--- src/verilog/i2mb_pkg.sv ---
// i2mb_pkg: register map, field positions, reset values and states of the
// buffered i2c master. assumes a 32-bit apb slave with word-aligned registers.
package i2mb_pkg;

  // register indices; byte address is four times the index
  localparam logic [7:0]  IDX_TARGET = 8'h78;
  localparam logic [7:0]  IDX_BURST  = 8'h79;
  localparam logic [7:0]  IDX_TXBUF  = 8'h7A;
  localparam logic [7:0]  IDX_RXBUF  = 8'h7B;
  localparam logic [7:0]  IDX_CTRL   = 8'h7C;
  localparam logic [11:0] ADR_TARGET = {2'h0, IDX_TARGET, 2'h0};
  localparam logic [11:0] ADR_BURST  = {2'h0, IDX_BURST, 2'h0};
  localparam logic [11:0] ADR_TXBUF  = {2'h0, IDX_TXBUF, 2'h0};
  localparam logic [11:0] ADR_RXBUF  = {2'h0, IDX_RXBUF, 2'h0};
  localparam logic [11:0] ADR_CTRL   = {2'h0, IDX_CTRL, 2'h0};

  // burst_setup fields
  localparam int LEN_W      = 5;
  localparam int LEN1_LSB   = 0;
  localparam int DIR1_BIT   = 5;
  localparam int LEN2_LSB   = 8;
  localparam int DIR2_BIT   = 13;
  localparam int PORT_BIT   = 14;
  localparam int COMB_BIT   = 15;
  // buffer port fields
  localparam int PTR_W      = 4;
  localparam int PTR_LSB    = 8;
  localparam int AUTO_BIT   = 15;
  // bus_control_status fields
  localparam int CNT_LSB    = 0;
  localparam int SHARED_BIT = 8;
  localparam int STRETCH_BIT = 9;
  localparam int TOL_BIT    = 10;
  localparam int LOCK_BIT   = 11;
  localparam int WIDE_BIT   = 12;
  localparam int STOP_BIT   = 13;

  // reset values and write masks
  localparam logic [15:0] BURST_RST   = 16'h0101;
  localparam logic [15:0] CTRL_RST    = 16'h20C8;
  localparam logic [15:0] BURST_WMASK = 16'hFF3F;
  localparam logic [15:0] CTRL_WMASK  = 16'h37FF;
  localparam logic [7:0]  MIN_CYC     = 8'h05;

  typedef enum logic [2:0] {S_IDLE, S_START, S_BIT, S_STOP, S_HOLD} i2mb_state_t;
  typedef enum logic [1:0] {SEG_ADDR1, SEG_ADDR2, SEG_DATA} i2mb_seg_t;

endpackage : i2mb_pkg

--- src/verilog/i2mb_master.sv ---
// i2mb_master: apb-programmed i2c master with two port pairs and two buffers.
// assumes open-drain pads outside; oe high pulls the line low.
// Function
// - writing target address stores it and launches a transaction
// - 7-bit mode sends address bits 6:0, ignores 14:7
// - 10-bit mode uses bits 9:0, bits 14:10 head first byte
// - first burst moves the 5-bit count of bytes, one to sixteen
// - burst bit 5 gives direction after start, 1 reads
// - combined mode moves bits 12:8 byte count after repeated start
// - burst bit 13 gives direction after repeated start
// - burst bit 14 picks port a or port b lines
// - burst bit 15 selects combined transfer with repeated start
// - transmit port write stores low byte at its pointer
// - transmit autoincrement ignores pointer, uses internal count
// - receive port low byte returns buffer entry at pointer
// - receive autoincrement returns successive entries, ignores pointer
// - cycle count 5 to 200 sets scl half periods
// - control bit 8 marks shared bus with other masters
// - bit 9 lets slaves stretch scl; otherwise no scl sync
// - bit 10 tolerates a missing acknowledge
// - untolerated nack sets sticky bit 11, blocks until cleared by 1
// - control bit 12 selects 10-bit addressing
// - bit 13 ends with stop, else pauses holding the bus
// - read-only bit 14 shows the bus is paused
// - read-only bit 15 shows all transactions completed
//
// Added by the designer: the APB interface to the registers.
`timescale 1ns/1ns
module i2mb_master
  import i2mb_pkg::*;
#(
  parameter int ADDR_W = 12,
  parameter int DEPTH  = 16
) (
  input  wire logic              pclk,
  input  wire logic              presetn,
  input  wire logic              psel,
  input  wire logic              penable,
  input  wire logic              pwrite,
  input  wire logic [ADDR_W-1:0] paddr,
  input  wire logic [31:0]       pwdata,
  output logic      [31:0]       prdata,
  output logic                   pready,
  output logic                   pslverr,
  input  wire logic              sda_a_i,
  output logic                   sda_a_o,
  output logic                   sda_a_oe,
  input  wire logic              scl_a_i,
  output logic                   scl_a_o,
  output logic                   scl_a_oe,
  input  wire logic              sda_b_i,
  output logic                   sda_b_o,
  output logic                   sda_b_oe,
  input  wire logic              scl_b_i,
  output logic                   scl_b_o,
  output logic                   scl_b_oe
);
  if (ADDR_W < 9 || ADDR_W > 32 || DEPTH != (1 << PTR_W)) begin : g_chk
    $error("i2mb_master: unsupported ADDR_W or DEPTH");
  end

  logic [3:0]       ln;
  logic             sda_in, scl_in;
  logic [14:0]      tgt_q;
  logic [15:0]      burst_q, ctrl_q;
  logic             lock_q, txauto_q, rxauto_q;
  logic [PTR_W-1:0] txptr_q, rxptr_q, txw_q, rxr_q, txi_q, rxi_q;
  logic [7:0]       txm_q [DEPTH];
  logic [7:0]       rxm_q [DEPTH];
  i2mb_state_t      st_q;
  i2mb_seg_t        seg_q;
  logic [1:0]       ph_q;
  logic [3:0]       bit_q;
  logic [7:0]       sh_q, cnt_q, eff;
  logic [LEN_W-1:0] rem_q;
  logic             rd_q, b2_q, scl_q, sda_q, sda_d_q, port_q;
  logic             acc, hit_t, hit_b, hit_x, hit_r, hit_c, wr_tgt;
  logic             go, busy, stall, step, xmit, lost, ack_end, nack_set, store;
  logic [31:0]      rdval;

  i2mb_sync #(.W(4)) i2mb_sync_inst (
    .pclk    (pclk),
    .presetn (presetn),
    .d       ({scl_b_i, sda_b_i, scl_a_i, sda_a_i}),
    .q       (ln)
  );
  assign sda_in = port_q ? ln[2] : ln[0];
  assign scl_in = port_q ? ln[3] : ln[1];

  // apb decode; zero wait states, unmapped access answers with an error
  assign acc     = psel & penable;
  assign hit_t   = (paddr == ADDR_W'(ADR_TARGET));
  assign hit_b   = (paddr == ADDR_W'(ADR_BURST));
  assign hit_x   = (paddr == ADDR_W'(ADR_TXBUF));
  assign hit_r   = (paddr == ADDR_W'(ADR_RXBUF));
  assign hit_c   = (paddr == ADDR_W'(ADR_CTRL));
  assign pready  = 1'b1;
  assign pslverr = acc & ~(hit_t | hit_b | hit_x | hit_r | hit_c);
  assign wr_tgt  = acc & pwrite & hit_t;

  function automatic logic [7:0] addr_byte(input logic [14:0] a, input logic w,
                                           input logic d);
    if (w) addr_byte = {a[14:10], a[9:8], d};
    else   addr_byte = {a[6:0], d};
  endfunction : addr_byte

  always_ff @(posedge pclk or negedge presetn) begin
    if (!presetn) begin
      tgt_q   <= 15'h0000;
      burst_q <= BURST_RST;
      ctrl_q  <= CTRL_RST;
    end else if (acc && pwrite) begin
      if (hit_t) tgt_q <= pwdata[14:0];
      if (hit_b) burst_q <= pwdata[15:0] & BURST_WMASK;
      if (hit_c) ctrl_q <= pwdata[15:0] & CTRL_WMASK;
    end
  end

  always_ff @(posedge pclk or negedge presetn) begin
    if (!presetn) lock_q <= 1'b0;
    else if (nack_set) lock_q <= 1'b1;
    else if (acc && pwrite && hit_c && pwdata[LOCK_BIT]) lock_q <= 1'b0;
  end

  always_ff @(posedge pclk or negedge presetn) begin
    if (!presetn) begin
      txptr_q  <= '0;
      txauto_q <= 1'b0;
      txw_q    <= '0;
      for (int i = 0; i < DEPTH; i++) txm_q[i] <= 8'h00;
    end else if (acc && pwrite && hit_x) begin
      txptr_q  <= pwdata[PTR_LSB +: PTR_W];
      txauto_q <= pwdata[AUTO_BIT];
      if (pwdata[AUTO_BIT]) begin
        txm_q[txw_q] <= pwdata[7:0];
        txw_q        <= txw_q + 1'b1;
      end else begin
        txm_q[pwdata[PTR_LSB +: PTR_W]] <= pwdata[7:0];
      end
    end else if (go) begin
      txw_q <= '0;
    end
  end

  // receive read pointer advances per read in autoincrement mode
  always_ff @(posedge pclk or negedge presetn) begin
    if (!presetn) begin
      rxptr_q  <= '0;
      rxauto_q <= 1'b0;
      rxr_q    <= '0;
    end else if (go) begin
      rxr_q <= '0;
    end else if (acc && hit_r) begin
      if (pwrite) begin
        rxptr_q  <= pwdata[PTR_LSB +: PTR_W];
        rxauto_q <= pwdata[AUTO_BIT];
      end else if (rxauto_q) begin
        rxr_q <= rxr_q + 1'b1;
      end
    end
  end

  // read data mux; paused and complete flags
  always_comb begin
    rdval = 32'h0000_0000;
    if (hit_t) rdval[14:0] = tgt_q;
    if (hit_b) rdval[15:0] = burst_q;
    if (hit_x) rdval[15:0] = {txauto_q, 3'h0, txptr_q, txm_q[txauto_q ? txw_q : txptr_q]};
    if (hit_r) rdval[15:0] = {rxauto_q, 3'h0, rxptr_q, rxm_q[rxauto_q ? rxr_q : rxptr_q]};
    if (hit_c) rdval[15:0] = {st_q == S_IDLE || st_q == S_HOLD, st_q == S_HOLD,
                              ctrl_q[13:12], lock_q, ctrl_q[10:0]};
  end

  always_ff @(posedge pclk or negedge presetn) begin
    if (!presetn) prdata <= 32'h0000_0000;
    else if (psel && !penable && !pwrite) prdata <= rdval;
  end

  // half period, clamped to the least legal count
  assign eff   = (ctrl_q[CNT_LSB +: 8] < MIN_CYC) ? MIN_CYC : ctrl_q[CNT_LSB +: 8];
  assign busy  = (st_q == S_START) || (st_q == S_BIT) || (st_q == S_STOP);
  // wait while a slave holds scl low
  assign stall = ctrl_q[STRETCH_BIT] & scl_q & ~scl_in;
  assign step  = busy & (cnt_q == 8'h00) & ~stall;
  assign xmit  = ~((seg_q == SEG_DATA) & rd_q);
  // lost arbitration; only on a shared bus
  assign lost  = step & (st_q == S_BIT) & ph_q[0] & (bit_q < 4'h8) & xmit & sda_q
               & ~sda_in & ctrl_q[SHARED_BIT];
  assign ack_end  = step & (st_q == S_BIT) & ph_q[0] & (bit_q == 4'h8);
  assign nack_set = ack_end & xmit & sda_in & ~ctrl_q[TOL_BIT];
  assign store    = ack_end & ~xmit;
  // launch when free and not locked
  assign go       = wr_tgt & ((st_q == S_IDLE) || (st_q == S_HOLD)) & ~lock_q;

  always_ff @(posedge pclk or negedge presetn) begin
    if (!presetn) cnt_q <= 8'h00;
    else if (go || step) cnt_q <= eff - 8'h01;
    else if (busy && !stall && cnt_q != 8'h00) cnt_q <= cnt_q - 8'h01;
  end

  always_ff @(posedge pclk or negedge presetn) begin
    if (!presetn) begin
      rxi_q <= '0;
      for (int i = 0; i < DEPTH; i++) rxm_q[i] <= 8'h00;
    end else if (go) begin
      rxi_q <= '0;
    end else if (store) begin
      rxm_q[rxi_q] <= sh_q;
      rxi_q        <= rxi_q + 1'b1;
    end
  end

  // sda leaves one cycle after scl so the slave sees data hold past the fall
  always_ff @(posedge pclk or negedge presetn) begin
    if (!presetn) sda_d_q <= 1'b1;
    else sda_d_q <= sda_q;
  end

  always_ff @(posedge pclk or negedge presetn) begin
    if (!presetn) begin
      st_q <= S_IDLE; ph_q <= 2'h0; bit_q <= 4'h0; sh_q <= 8'h00;
      seg_q <= SEG_ADDR1; rd_q <= 1'b0; b2_q <= 1'b0; rem_q <= '0;
      txi_q <= '0; scl_q <= 1'b1; sda_q <= 1'b1; port_q <= 1'b0;
    end else if (go) begin
      // start from idle, repeated start from a paused bus
      st_q   <= S_START;
      ph_q   <= (st_q == S_HOLD) ? 2'h0 : 2'h1;
      port_q <= burst_q[PORT_BIT];
      seg_q  <= SEG_ADDR1;
      rd_q   <= burst_q[DIR1_BIT];
      rem_q  <= burst_q[LEN1_LSB +: LEN_W];
      b2_q   <= 1'b0;
      bit_q  <= 4'h0;
      txi_q  <= '0;
      sh_q   <= addr_byte(pwdata[14:0], ctrl_q[WIDE_BIT], burst_q[DIR1_BIT]);
    end else if (lost) begin
      st_q  <= S_IDLE;
      scl_q <= 1'b1;
      sda_q <= 1'b1;
    end else if (step) begin
      unique case (st_q)
        S_START: begin
          ph_q <= ph_q + 2'h1;
          if (ph_q == 2'h0) scl_q <= 1'b1;
          else if (ph_q == 2'h1) sda_q <= 1'b0;
          else begin
            scl_q <= 1'b0;
            sda_q <= sh_q[7];
            st_q  <= S_BIT;
            ph_q  <= 2'h0;
          end
        end
        S_BIT: begin
          ph_q  <= {1'b0, ~ph_q[0]};
          scl_q <= ~ph_q[0];
          if (ph_q[0] && bit_q < 4'h8) begin
            bit_q <= bit_q + 4'h1;
            sh_q  <= {sh_q[6:0], xmit ? 1'b0 : sda_in};
            if (bit_q == 4'h7) sda_q <= xmit ? 1'b1 : (rem_q <= 5'h01);
            else sda_q <= xmit ? sh_q[6] : 1'b1;
          end else if (ph_q[0]) begin
            bit_q <= 4'h0;
            if (nack_set) begin
              st_q <= S_STOP; ph_q <= 2'h0; sda_q <= 1'b0;
            end else if (seg_q == SEG_ADDR1 && ctrl_q[WIDE_BIT] && !b2_q) begin
              seg_q <= SEG_ADDR2; sh_q <= tgt_q[7:0]; sda_q <= tgt_q[7];
            end else if (seg_q != SEG_DATA || rem_q > 5'h01) begin
              if (seg_q == SEG_DATA) rem_q <= rem_q - 5'h01;
              seg_q <= SEG_DATA;
              if (rd_q) sda_q <= 1'b1;
              else begin
                sh_q  <= txm_q[txi_q];
                sda_q <= txm_q[txi_q][7];
                txi_q <= txi_q + 1'b1;
              end
            // combined transfer; second count; second direction
            end else if (burst_q[COMB_BIT] && !b2_q) begin
              b2_q  <= 1'b1;
              rd_q  <= burst_q[DIR2_BIT];
              rem_q <= burst_q[LEN2_LSB +: LEN_W];
              seg_q <= SEG_ADDR1;
              sh_q  <= addr_byte(tgt_q, ctrl_q[WIDE_BIT], burst_q[DIR2_BIT]);
              st_q  <= S_START; ph_q <= 2'h0; sda_q <= 1'b1;
            // stop or pause holding scl low
            end else if (ctrl_q[STOP_BIT]) begin
              st_q <= S_STOP; ph_q <= 2'h0; sda_q <= 1'b0;
            end else begin
              st_q <= S_HOLD; sda_q <= 1'b1;
            end
          end
        end
        S_STOP: begin
          ph_q <= ph_q + 2'h1;
          if (ph_q == 2'h0) scl_q <= 1'b1;
          else if (ph_q == 2'h1) sda_q <= 1'b1;
          else st_q <= S_IDLE;
        end
        S_IDLE, S_HOLD: ;
      endcase
    end
  end

  // open-drain pads: only the selected pair is ever pulled low
  assign sda_a_o  = 1'b0;
  assign scl_a_o  = 1'b0;
  assign sda_b_o  = 1'b0;
  assign scl_b_o  = 1'b0;
  assign sda_a_oe = ~port_q & ~sda_d_q;
  assign scl_a_oe = ~port_q & ~scl_q;
  assign sda_b_oe = port_q & ~sda_d_q;
  assign scl_b_oe = port_q & ~scl_q;

  chk_launch_start: assert property (@(posedge pclk) disable iff (!presetn)
    (wr_tgt && st_q == S_IDLE && !lock_q) |=> (st_q == S_START && ph_q == 2'h1))
    else $error("launch did not start");
  chk_lock_blocks: assert property (@(posedge pclk) disable iff (!presetn)
    (wr_tgt && st_q == S_IDLE && lock_q) |=> st_q == S_IDLE)
    else $error("locked master started");
  chk_seven_addr: assert property (@(posedge pclk) disable iff (!presetn)
    (go && !ctrl_q[WIDE_BIT]) |=> sh_q[7:1] == tgt_q[6:0])
    else $error("seven-bit address byte wrong");
  chk_wide_addr: assert property (@(posedge pclk) disable iff (!presetn)
    (go && ctrl_q[WIDE_BIT]) |=> sh_q[7:1] == tgt_q[14:8])
    else $error("ten-bit header byte wrong");
  chk_first_dir: assert property (@(posedge pclk) disable iff (!presetn)
    go |=> (sh_q[0] == burst_q[DIR1_BIT] && rd_q == burst_q[DIR1_BIT]))
    else $error("direction bit wrong");
  chk_nack_lock: assert property (@(posedge pclk) disable iff (!presetn)
    nack_set |=> (lock_q && st_q == S_STOP))
    else $error("nack not locked");
  chk_hold_scl: assert property (@(posedge pclk) disable iff (!presetn)
    (st_q == S_HOLD) |-> (!scl_q && (scl_a_oe || scl_b_oe)))
    else $error("paused bus not held");
  chk_no_stretch: assert property (@(posedge pclk) disable iff (!presetn)
    (busy && !go && !ctrl_q[STRETCH_BIT] && cnt_q != 8'h00) |=> cnt_q == $past(cnt_q) - 8'h01)
    else $error("counter stalled without stretch");
  chk_half_min: assert property (@(posedge pclk) disable iff (!presetn)
    step |=> cnt_q >= MIN_CYC - 8'h01)
    else $error("half period too short");
  chk_port_route: assert property (@(posedge pclk) disable iff (!presetn)
    !port_q |-> (!sda_b_oe && !scl_b_oe))
    else $error("wrong port driven");
  chk_arb_lost: assert property (@(posedge pclk) disable iff (!presetn)
    (lost && !go) |=> (st_q == S_IDLE && sda_q && scl_q))
    else $error("bus not released on lost arbitration");

endmodule : i2mb_master

--- src/verilog/i2mb_sync.sv ---
// i2mb_sync: three-flop input synchroniser for pin levels.
// assumes inputs are asynchronous to pclk; lines idle high after reset.
`timescale 1ns/1ns
module i2mb_sync #(
  parameter int W = 4
) (
  input  wire logic         pclk,
  input  wire logic         presetn,
  input  wire logic [W-1:0] d,
  output logic      [W-1:0] q
);
  if (W < 1) begin : g_chk
    $error("i2mb_sync: W must be at least one");
  end

  logic [W-1:0] ff1_q;
  logic [W-1:0] ff2_q;
  logic [W-1:0] ff3_q;

  // a change counts only once the second and third stage agree
  always_ff @(posedge pclk or negedge presetn) begin
    if (!presetn) begin
      ff1_q <= '1;
      ff2_q <= '1;
      ff3_q <= '1;
      q     <= '1;
    end else begin
      ff1_q <= d;
      ff2_q <= ff1_q;
      ff3_q <= ff2_q;
      for (int i = 0; i < W; i++) begin
        if (ff2_q[i] == ff3_q[i]) begin
          q[i] <= ff3_q[i];
        end
      end
    end
  end
endmodule : i2mb_sync

--- config.mk ---
export PLATFORM = sky130hd
export DESIGN_NAME = i2mb_master
export DESIGN_NICKNAME = d
export VERILOG_FILES = /design/src/verilog/i2mb_pkg.sv /design/src/verilog/i2mb_master.sv /design/src/verilog/i2mb_sync.sv
export SDC_FILE = /design/constraint.sdc
export NUM_CORES = 1
export LEC_CHECK = 0
export BUFFER_PORTS_ARGS = -buffer_cell sky130_fd_sc_hd__buf_4
export CORE_ASPECT_RATIO = 1.1
export CORE_UTILIZATION = 55
export DETAILED_ROUTE_END_ITERATION = 6
export PLACE_DENSITY_LB_ADDON = 0.2
export SETUP_SLACK_MARGIN = 0.4
export SYNTH_ARGS = -nofsm -noshare
export SYNTH_HDL_FRONTEND = slang
export SYNTH_SLANG_ARGS = --single-unit
--- constraint.sdc ---
create_clock -name pclk -period 2.6 [get_ports pclk]
set_clock_uncertainty 0.05 [all_clocks]
set_input_delay 0.26 -clock pclk [delete_from_list [all_inputs] [get_ports pclk]]
set_output_delay 0.26 -clock pclk [all_outputs]
set_load 0.1 [all_outputs]
-- After elaboration in Yosys (flattened, before gate mapping)
Index checks and enable logic that the tools add are counted.
- register bits: 395
- latch bits: 0
- memory bits (writable): 0
- memory bits (read-only): 0
- input bits: 53
- output and inout bits: 42
- logic and storage cells: 412
- memories kept: 0
- $add $sub $neg: 9
- $mul: 0
- divide/modulo/power cells: 0
- $lt $le $gt $ge: 13
- equal/unequal tests: 43
- shift-type cells: 0
- muxes and demuxes: 166
- bitwise logic cells: 49
- reductions and logical operators: 67
- operators with widths (operator ; number):
    128-bit bitwise mux ; 3
    8-bit 2-to-1 mux ; 25
    128-bit 2-to-1 mux ; 1
    4-bit 2-to-1 mux ; 27
    8-bit binary-select mux with 4-bit select ; 3
    8-bit demux with 4-bit select ; 3
    16-bit 2-to-1 mux ; 4
    12-bit by 9-bit == test with 1-bit output (second input constant) ; 5
    1-bit 2-to-1 mux ; 55
    5-bit 2-to-1 mux ; 11
    3-bit 2-to-1 mux ; 14
    5-bit >= comparator (second input constant) ; 6
    2-bit 2-to-1 mux ; 15
    4-bit inverter with 5-bit output ; 6
    4-bit != test (second input constant) ; 7
    1-bit bitwise AND ; 27
    9-bit AND reduction ; 3
    2-bit nonzero test ; 12
    7-bit AND reduction ; 3
    4-bit by 1-bit adder with 4-bit output (second input constant) ; 5
    1-bit logical AND ; 16
    8-bit by 1-bit subtractor with 8-bit output (second input constant) ; 2
    5-bit by 1-bit < comparator with 1-bit output (second input constant) ; 3
    15-bit 2-to-1 mux ; 1
    39 further kinds ; 90

-- Logic depth before layout (Yosys ltp)
Gate-level depths: netlist of the first run.
- depth after elaboration: 18
- mapped depth: 13
- gate-level depth less buffers: 11

-- Hierarchy
From an unflattened synthesis of the first run, not the netlist that was laid out.
- cells, all modules: 1904
- area, all modules: 21077.7 um2
- modules (own cells, without submodules) (module ; instances ; cells an instance ; area an instance (um2) ; seq. area each (um2)):
    i2mb_master ; 1 ; 1884 ; 20612.3 ; 9495.4
    i2mb_sync ; 1 ; 20 ; 465.4 ; 420.4

-- Worst setup path after synthesis of the first run
OpenSTA, ideal clock, no wires.
- path kind: register to register
- start: register txi_q[0]
- end: register sh_q[0]
- library setup time: 0.126 ns
- arrival time: 2.562 ns
- slack: -0.138 ns
- cell stages (with the launch flop): 9
- period minus slack after synthesis: 2.738 ns
- cells stage by stage: dfrtp_1 clkbuf_1 buf_2 mux4_2 mux4_2 a221oi_1 nor2_1 a211oi_1 a21oi_1
- longest elaborated chain between the ends: 14
- ends and longest elaborated chain (item ; RTL line ; RTL):
    start, declared ; i2mb_master.sv:67 ; logic [PTR_W-1:0] txptr_q, rxptr_q, txw_q, rxr_q, txi_q, rxi_q;
    start signal, assigned ; i2mb_master.sv:274 ; txi_q <= txi_q + 1'b1;
    4-bit inverter with 5-bit output (not written as such) ; i2mb_master.sv:272 ; sh_q <= txm_q[txi_q];
    8-bit binary-select mux with 4-bit select ; i2mb_master.sv:272 ;
    8-bit 2-to-1 mux (not written as such) (2 in a row) ; i2mb_master.sv:272 ;
    8-bit 2-to-1 mux ; i2mb_master.sv:270 ; if (rd_q) sda_q <= 1'b1;
    8-bit 2-to-1 mux ; i2mb_master.sv:267 ; end else if (seg_q != SEG_DATA || rem_q > 5'h01) begin
    8-bit 2-to-1 mux ; i2mb_master.sv:265 ; end else if (seg_q == SEG_ADDR1 && ctrl_q[WIDE_BIT] && !b2_q) begin
    8-bit 2-to-1 mux ; i2mb_master.sv:263 ; if (nack_set) begin
    8-bit 2-to-1 mux ; i2mb_master.sv:261 ; end else if (ph_q[0]) begin
    8-bit 2-to-1 mux ; i2mb_master.sv:256 ; if (ph_q[0] && bit_q < 4'h8) begin
    8-bit 2-to-1 mux ; i2mb_master.sv:241 ; unique case (st_q)
    8-bit 2-to-1 mux ; i2mb_master.sv:240 ; end else if (step) begin
    8-bit 2-to-1 mux ; i2mb_master.sv:236 ; end else if (lost) begin
    8-bit 2-to-1 mux ; i2mb_master.sv:224 ; end else if (go) begin
    end signal, assigned ; i2mb_master.sv:235 ; sh_q <= addr_byte(pwdata[14:0], ctrl_q[WIDE_BIT], burst_q[DIR1_BIT]);
    end signal, assigned ; i2mb_master.sv:258 ; sh_q <= {sh_q[6:0], xmit ? 1'b0 : sda_in};
    end signal, assigned ; i2mb_master.sv:272 ;
    end, declared ; i2mb_master.sv:74 ; logic [7:0] sh_q, cnt_q, eff;
Every way passes these cells. The select of a mux whose other input is x is not followed.
A chain may end at the register's enable or synchronous reset.

-- Worst setup path in the final report of the first run
- start: register cnt_q[3]
- end: register rxm_q[4] (netlist bit)
- longest elaborated chain between the ends: 8
- ends and longest elaborated chain (item ; RTL line ; RTL):
    start, declared ; i2mb_master.sv:74 ;
    start signal, assigned ; i2mb_master.sv:197 ; else if (go || step) cnt_q <= eff - 8'h01;
    start signal, assigned ; i2mb_master.sv:198 ; else if (busy && !stall && cnt_q != 8'h00) cnt_q <= cnt_q - 8'h01;
    8-bit logical NOT ; i2mb_master.sv:184 ; assign step = busy & (cnt_q == 8'h00) & ~stall;
    1-bit bitwise AND (2 in a row) ; i2mb_master.sv:184 ;
    1-bit bitwise AND (3 in a row) ; i2mb_master.sv:189 ; assign ack_end = step & (st_q == S_BIT) & ph_q[0] & (bit_q == 4'h8);
    1-bit bitwise AND ; i2mb_master.sv:191 ; assign store = ack_end & ~xmit;
    2-bit AND reduction (no line) ; -- ;
    end signal, assigned by index ; i2mb_master.sv:208 ; rxm_q[rxi_q] <= sh_q;
    end, declared ; i2mb_master.sv:69 ; logic [7:0] rxm_q [DEPTH];
Every way passes these cells.

==> results.sh, run 1 <==
export IMPL_setup_viol_count_final=9
export IMPL_slowest_cp_cell="sky130_fd_sc_hd__or4_4"
export IMPL_hold_path_startpoint="pwdata[7]"
export IMPL_routed_wire_length_per_instance_um=24.8
export IMPL_grt_setup_unrepaired="yes"
export IMPL_fp_dieArea_um2=38600
export IMPL_vias_in_the_first_global_route=15900
export IMPL_detailedPlacementHpwl_mm=41.1
export IMPL_timing_worst_slew_pin_value_ns=1.30
export IMPL_min_delay_worst_endpoint="txm_q[7]"
export IMPL_vdd_drop_max_uv=511
export IMPL_synth_ff_latch_count=395
export IMPL_hold_slack_ns=0.0733
export IMPL_route_antenna_remaining_nets=0
export IMPL_layout_filler_cells=2475
export IMPL_synth_xor_xnor_area_share=0.00547
export IMPL_crit_chain="or4_4 > nor3_4 > nand2_2 > nor4_4 > buf_6 > and2_4 > buf_12 > nand3_4 > mux2_4"
export IMPL_pwr_share_comb=0.062
export IMPL_ios=95
export IMPL_synth_top_cells_by_area="sky130_fd_sc_hd__dfrtp_1 45%, sky130_fd_sc_hd__mux2_2 17%, sky130_fd_sc_hd__mux4_2 9.1%, sky130_fd_sc_hd__mux2i_1 3.7%, sky130_fd_sc_hd__dfstp_2 3.2%"
export IMPL_die_width_um=187
export IMPL_setup_worst_path_end_class="flip-flop"
export IMPL_finalNetCount=1982
export IMPL_total_switching_power_mw=3.22
export IMPL_final_period_utilization=1.01
export IMPL_antenna_found_initial=1
export IMPL_reg2reg_setup_slack_ns=-0.03
export IMPL_power_frac_clock=0.478
export IMPL_worstPathBufferInverterCount=2
export IMPL_power_sequential_fraction=0.460
export IMPL_timing_hold_violations_final=0
export IMPL_std_cell_rows=74
export IMPL_routed_wl_mm=60.6
export IMPL_postSynthCellCount=1690
export IMPL_post_synth_and_or_nand_nor_area_fraction=0.0949
export IMPL_swShare=0.237
export IMPL_synth_mux_area_fraction=0.296
export IMPL_slowest_delay_ns=0.55
export IMPL_ys_seq_area_frac=0.477
export IMPL_synthesized_area_fraction_occupied_by_ao_oa_aoi_and_oai_cells=0.0811
export IMPL_drt_vias_per_instance=6.40
export IMPL_globalplace_congestion=0.973
export IMPL_violations="negative setup slack"
export IMPL_yosys_area_share_adder=0.0122
export IMPL_fin_crit_ns=2.63
export IMPL_clock_sinks=395
export IMPL_synthesis_yosys_warnings=0
export IMPL_critical_path_required_ns=3.01
export IMPL_timing_max_transition_violations_final=0
export IMPL_synth_ff_type="sky130_fd_sc_hd__dfrtp_1"
export IMPL_slew_headroom=0.131
export IMPL_effective_utilization_at_floorplan=0.559
export IMPL_path_class="flip-flop to flip-flop"
export IMPL_max_freq_mhz=381
export IMPL_grt_remaining_overflow=0
export IMPL_timing_rr_start="cnt_q[3]"
export IMPL_kind_of_cell_with_the_highest_combined_delay_on_the_critical_path="simple AND/OR/NAND/NOR gates"
export IMPL_layout_drive_gt1_share=0.470
export IMPL_htree_levels=2
export IMPL_static_leakage_power_nw=12.4
export IMPL_power_report_internal_total_mw=10.3
export IMPL_cts_root_to_sink_buffers=3
export IMPL_cts_buffers_inserted=43
export IMPL_worst_setup_hold_path_clk_slew_ns=0.06
export IMPL_port_buffers=57
export IMPL_critPathLaunchType="flip-flop"
export IMPL_tightest_hold_check_type="input pin to flip-flop"
export IMPL_synth_most_common_cell="sky130_fd_sc_hd__dfrtp_1"
export IMPL_drt_drc_violations_left=0
export IMPL_core_area_um2=37200
export IMPL_syn2layout_area_growth_pct=27.0
export IMPL_cellPowerDensity_nw_per_um2=513
export IMPL_grt_first_pass_wirelength_mm=93.6
export IMPL_post_synth_most_frequent_cells="370 x sky130_fd_sc_hd__dfrtp_1, 307 x sky130_fd_sc_hd__mux2_2, 115 x sky130_fd_sc_hd__nand2_1, 84 x sky130_fd_sc_hd__mux4_2, 80 x sky130_fd_sc_hd__nor2_1"
export IMPL_synth_lib_cells_used_distinct=77
export IMPL_run_status="finished with violations"
export IMPL_reg2reg_depth=9
export IMPL_maxCapViolCount=0
export IMPL_synth_edff_count=0
export IMPL_latest_clock_arrival_within_the_worst_skew_pair_ns=0.58
export IMPL_grt_total_usage=0.317
export IMPL_cell_taking_the_most_area_after_synthesis="sky130_fd_sc_hd__dfrtp_1"
export IMPL_synth_top_family_by_area="multiplexers"
export IMPL_syn_avg_cell_area_um2=12.3
export IMPL_dpl_worst_slack_ns=-0.0448
export IMPL_crit_fanout=8
export IMPL_worst_r2r_endpoint="rxm_q[4]"
export IMPL_tritoncts="built"
export IMPL_die_height_um=206
export IMPL_hold_depth=2
export IMPL_largest_net_degree_at_the_start_of_global_routing=70
export IMPL_cts_root_buffer_cell="sky130_fd_sc_hd__clkbuf_16"
export IMPL_detailedRoute_firstPassIterationCount=5
export IMPL_synth_cell_area_um2=20800
export IMPL_total_via_count_in_the_routed_design=15600
export IMPL_synth_largest_type_area_fraction=0.445
export IMPL_cp_data_arrival_time_ns=3.03
export IMPL_drt_first_iter_violations=1268
export IMPL_asyncSetResetFlopFracSynth=1.00
export IMPL_worst_slack_ns=-0.0281
==> cell type report <==
cell class	instances	area (µm²)	share of cell area
Multi-Input combinational cell	1160	11500	0.434
Sequential cell	395	9920	0.376
Timing Repair Buffer	290	2800	0.106
Clock buffer	68	1340	0.0509
Tap cell	494	618	0.0234
Clock inverter	9	165	0.00626
Inverter	22	85.1	0.00322
Antenna cell	1	2.50	0.0000948
==> flip-flops by register name (all words and copies together) (netlist names), 2 cells and up <==
register,cells
rxm_q,128
txw_q,4
cnt_q,8
rxr_q,4
rxi_q,4
ctrl_q,13
i2mb_sync_inst.q,4
txi_q,4
bit_q,4
burst_q,14
seg_q,2
sh_q,8
rxptr_q,4
txm_q,128
rem_q,5
prdata,16
st_q,3
i2mb_sync_inst.ff1_q,4
txptr_q,4
tgt_q,15
i2mb_sync_inst.ff3_q,4
i2mb_sync_inst.ff2_q,4
ph_q,2
==> worst max path at each step <==
stage                     startpoint         to  depth (start not counted)
after CTS                   cnt_q[3]  rxm_q[10]                          9
final                       cnt_q[3]   rxm_q[4]                          9
after detailed placement    txauto_q  prdata[3]                          9
after global placement      txi_q[0]    sh_q[0]                          7
after global routing        cnt_q[3]   rxm_q[4]                          9
after floorplan             txi_q[0]    sh_q[0]                          8
==> cells in the final DEF, fill, tap and decap left out, drive strengths merged, types with 17 or more instances in the layout <==
cell    instances
mux4           84
conb           21
a221oi         20
a31oi          21
o221ai         17
inv            23
nor2           85
clkbuf         68
ha             17
mux2i          79
o22ai          20
nor3           23
dfrtp         370
o21ai          73
nand2         128
nand3          32
mux2          307
a21oi          46
buf           278
dfstp          25
==> routing by layer <==
layer,track usage,routed length [µm]
met1,0.425,25200
met2,0.520,28900
met3,0.0448,3900
met4,0.139,2640
met5,0.00641,0
==> repair_timing <==
| item | CTS | global route |
|---|---|---|
| hold buffers | 12 | 0 |
| endpoints found under the hold margin | 72 | 0 |
| gates cloned | 2 | 0 |
| pin swaps | 47 | 28 |
| setup buffers | 23 | 25 |
| endpoints found under the setup margin | 176 | 180 |
| gates resized for setup | 219 | 42 |
==> logic make-up after synthesis <==
| family | count (synthesis) |
|---|---|
| buffers and inverters | 154 |
| AND/OR/NAND/NOR | 376 |
| flip-flops | 395 |
| multiplexers | 470 |
| XOR/XNOR | 13 |
| other | 2 |
| adder cells (fa/ha/maj) | 21 |
| AO/OA/AOI/OAI | 259 |
==> power groups by stage <==
stage	clock, mW	sequential (mW)	combinational, mW
finish	6.47	6.23	0.838
global route	6.80	6.23	0.887
CTS	6.56	6.23	0.840
detailed placement	0	6.34	0.814
global placement	0	6.34	0.802
floorplan	0	6.53	0.294
==> metrics by stage <==
stage | cell area [µm²] | cells | utilization | total power [mW] | TNS, ns
floorplan | 21300 | 1709 | - | 6.83 | 0
global placement | 23200 | 2299 | 0.624 | 7.14 | -0.0235
detailed placement | 23200 | 2299 | 0.624 | 7.16 | -0.117
CTS | 26000 | 2413 | 0.699 | 13.6 | -0.00306
global route | 26400 | 2438 | 0.709 | 13.9 | -7.22
finish | 26400 | 2439 | 0.709 | 13.5 | -0.0959
(Power assumes the default switching activity.)
==> run 2, diff against run 1 <==
--- a/config.mk
+++ b/config.mk
@@ -7,6 +7,7 @@
 export LEC_CHECK = 0
 export BUFFER_PORTS_ARGS = -buffer_cell sky130_fd_sc_hd__buf_4
 export CORE_ASPECT_RATIO = 1.1
+export CORE_MARGIN = 5
 export CORE_UTILIZATION = 55
 export DETAILED_ROUTE_END_ITERATION = 6
 export PLACE_DENSITY_LB_ADDON = 0.2
==> results.sh, run 2 (synthesized netlist as in run 1, its figures left out) <==
export IMPL_run_status="finished with violations"
export IMPL_violations="design-rule violations, negative setup slack"
export IMPL_timing_worst_slew_pin_value_ns=0.911
export IMPL_latest_clock_arrival_within_the_worst_skew_pair_ns=0.58
export IMPL_setup_viol_count_final=7
export IMPL_cts_root_to_sink_buffers=3
export IMPL_grt_total_usage=0.286
export IMPL_vias_in_the_first_global_route=16100
export IMPL_critPathLaunchType="flip-flop"
export IMPL_most_common_layout_cells="369 x sky130_fd_sc_hd__dfrtp_1, 194 x sky130_fd_sc_hd__buf_4, 175 x sky130_fd_sc_hd__mux2_2, 132 x sky130_fd_sc_hd__mux2_4, 103 x sky130_fd_sc_hd__nand2_1"
export IMPL_clock_sinks=395
export IMPL_hold_slack_ns=0.0610
export IMPL_htree_levels=2
export IMPL_grt_first_pass_wirelength_mm=94.8
export IMPL_grt_setup_unrepaired="yes"
export IMPL_max_freq_mhz=370
export IMPL_worst_setup_hold_path_clk_slew_ns=0.07
export IMPL_vdd_drop_max_uv=548
export IMPL_drt_vias_per_instance=6.41
export IMPL_die_height_um=214
export IMPL_route_antenna_remaining_nets=0
export IMPL_routed_wire_length_per_instance_um=25.2
export IMPL_global_route_usage_met1=0.389
export IMPL_setup_worst_path_end_class="flip-flop"
export IMPL_grt_remaining_overflow=0
export IMPL_insertedDiodeCount=0
export IMPL_std_cell_rows=74
export IMPL_grt_busiest_layer="met2"
export IMPL_cellPowerDensity_nw_per_um2=510
export IMPL_core_area_um2=37200
export IMPL_grt_use_met3=0.0541
export IMPL_routed_wl_mm=61.1
export IMPL_worst_slack_ns=-0.103
export IMPL_globalplace_congestion=0.947
export IMPL_fin_crit_ns=2.70
export IMPL_drt_drc_violations_left=3
export IMPL_detailedRoute_firstPassIterationCount=7
export IMPL_ios=95
export IMPL_layout_drive_gt1_share=0.463
export IMPL_antenna_found_initial=0
export IMPL_layout_filler_cells=2505
export IMPL_total_via_count_in_the_routed_design=15600
export IMPL_fp_dieArea_um2=41800
export IMPL_syn2layout_area_growth_pct=27.0
export IMPL_finalNetCount=1971
export IMPL_largest_net_degree_at_the_start_of_global_routing=72
export IMPL_final_period_utilization=1.04
export IMPL_totalPowerFinal_mw=13.5
export IMPL_drt_first_iter_violations=1504
export IMPL_cts_root_buffer_cell="sky130_fd_sc_hd__clkbuf_16"
export IMPL_critical_path_required_ns=3.00
export IMPL_tritoncts="built"
export IMPL_detailedPlacementHpwl_mm=40.9
export IMPL_dpl_worst_slack_ns=-0.262
export IMPL_tightest_hold_check_type="input pin to flip-flop"
export IMPL_layoutNonFillerInstCount=2427
export IMPL_crit_fanout=5
export IMPL_timing_hold_violations_final=0
export IMPL_maxCapViolCount=0
export IMPL_mostFrequentLayoutCell="sky130_fd_sc_hd__dfrtp_1"
export IMPL_port_buffers=57
export IMPL_cts_buffers_inserted=42
export IMPL_placed_cells_incl_taps=2293
export IMPL_core_util_final=0.710
export IMPL_largest_registers="rxm_q: 128 flops, txm_q: 128 flops, prdata: 16 flops"
export IMPL_effective_utilization_at_floorplan=0.559
export IMPL_timing_max_transition_violations_final=0
export IMPL_die_width_um=195
export IMPL_cp_data_arrival_time_ns=3.11
export IMPL_static_leakage_power_nw=12.6
export IMPL_path_class="flip-flop to flip-flop"
export IMPL_slew_headroom=0.393
export IMPL_gr_usage_met2=0.465
-- run 2: worst max-delay path, stage by stage, from the launching register on --
cell and delay [ns]:
sky130_fd_sc_hd__dfrtp_1 0.42, sky130_fd_sc_hd__mux2i_4 0.32, sky130_fd_sc_hd__buf_4 0.16, sky130_fd_sc_hd__buf_4 0.15, sky130_fd_sc_hd__mux4_2 0.52, sky130_fd_sc_hd__nand2_1 0.09
sky130_fd_sc_hd__nand4_1 0.22, sky130_fd_sc_hd__a221oi_2 0.43, sky130_fd_sc_hd__buf_4 0.17, sky130_fd_sc_hd__a21oi_1 0.05
-- run 2: layout make-up --
cell class	count	area, µm²	area share
Timing Repair Buffer	280	2730	0.103
Clock inverter	13	209	0.00791
Multi-Input combinational cell	1160	11600	0.439
Tap cell	494	618	0.0234
Inverter	22	85.1	0.00322
Sequential cell	395	9920	0.375
Clock buffer	63	1260	0.0477
-- run 2: routing by layer --
metal	up-vias	share of wire
met5	-	0
met4	0	0.039
met3	160	0.074
met2	687	0.48
met1	8002	0.41
li1	6708	-
-- run 2: report_power, final --
part | switching (mW) | total [mW] | internal, mW
combinational | 0.652 | 0.820 | 0.167
clock | 2.56 | 6.42 | 3.86
sequential | 0.0280 | 6.23 | 6.20
total | 3.24 | 13.5 | 10.2
-- run 2: through the flow --
step	instance area [µm²]	TNS [ns]
2_1_floorplan	21300	0
3_3_place_gp	23100	-0.685
3_5_place_dp	23100	-1.02
4_1_cts	26000	-0.250
5_1_grt	26400	-3.09
6_report	26400	-0.404
-- run 2: final timing paths --
check	start	end	slack (ns)	cells after the start
min in group asynchronous	presetn	burst_q[13]	0.20	2
max reg2reg	txauto_q	prdata[5]	-0.10	9
min	penable	prdata[8]	0.06	4
max	txauto_q	prdata[5]	-0.10	9
min reg2reg	i2mb_sync_inst.ff1_q[1]	i2mb_sync_inst.ff2_q[1]	0.30	0
max in group asynchronous	presetn	rxm_q[53]	1.48	3
-- run 2: timing repair --
action / in CTS / in global routing
buffers inserted: 29 / 13
resized for setup: 260 / 52
hold buffers: 12 / 0
hold endpoints to repair: 68 / 0
gates cloned: 3 / 1
setup endpoints to repair: 176 / 178
pin swaps: 43 / 29
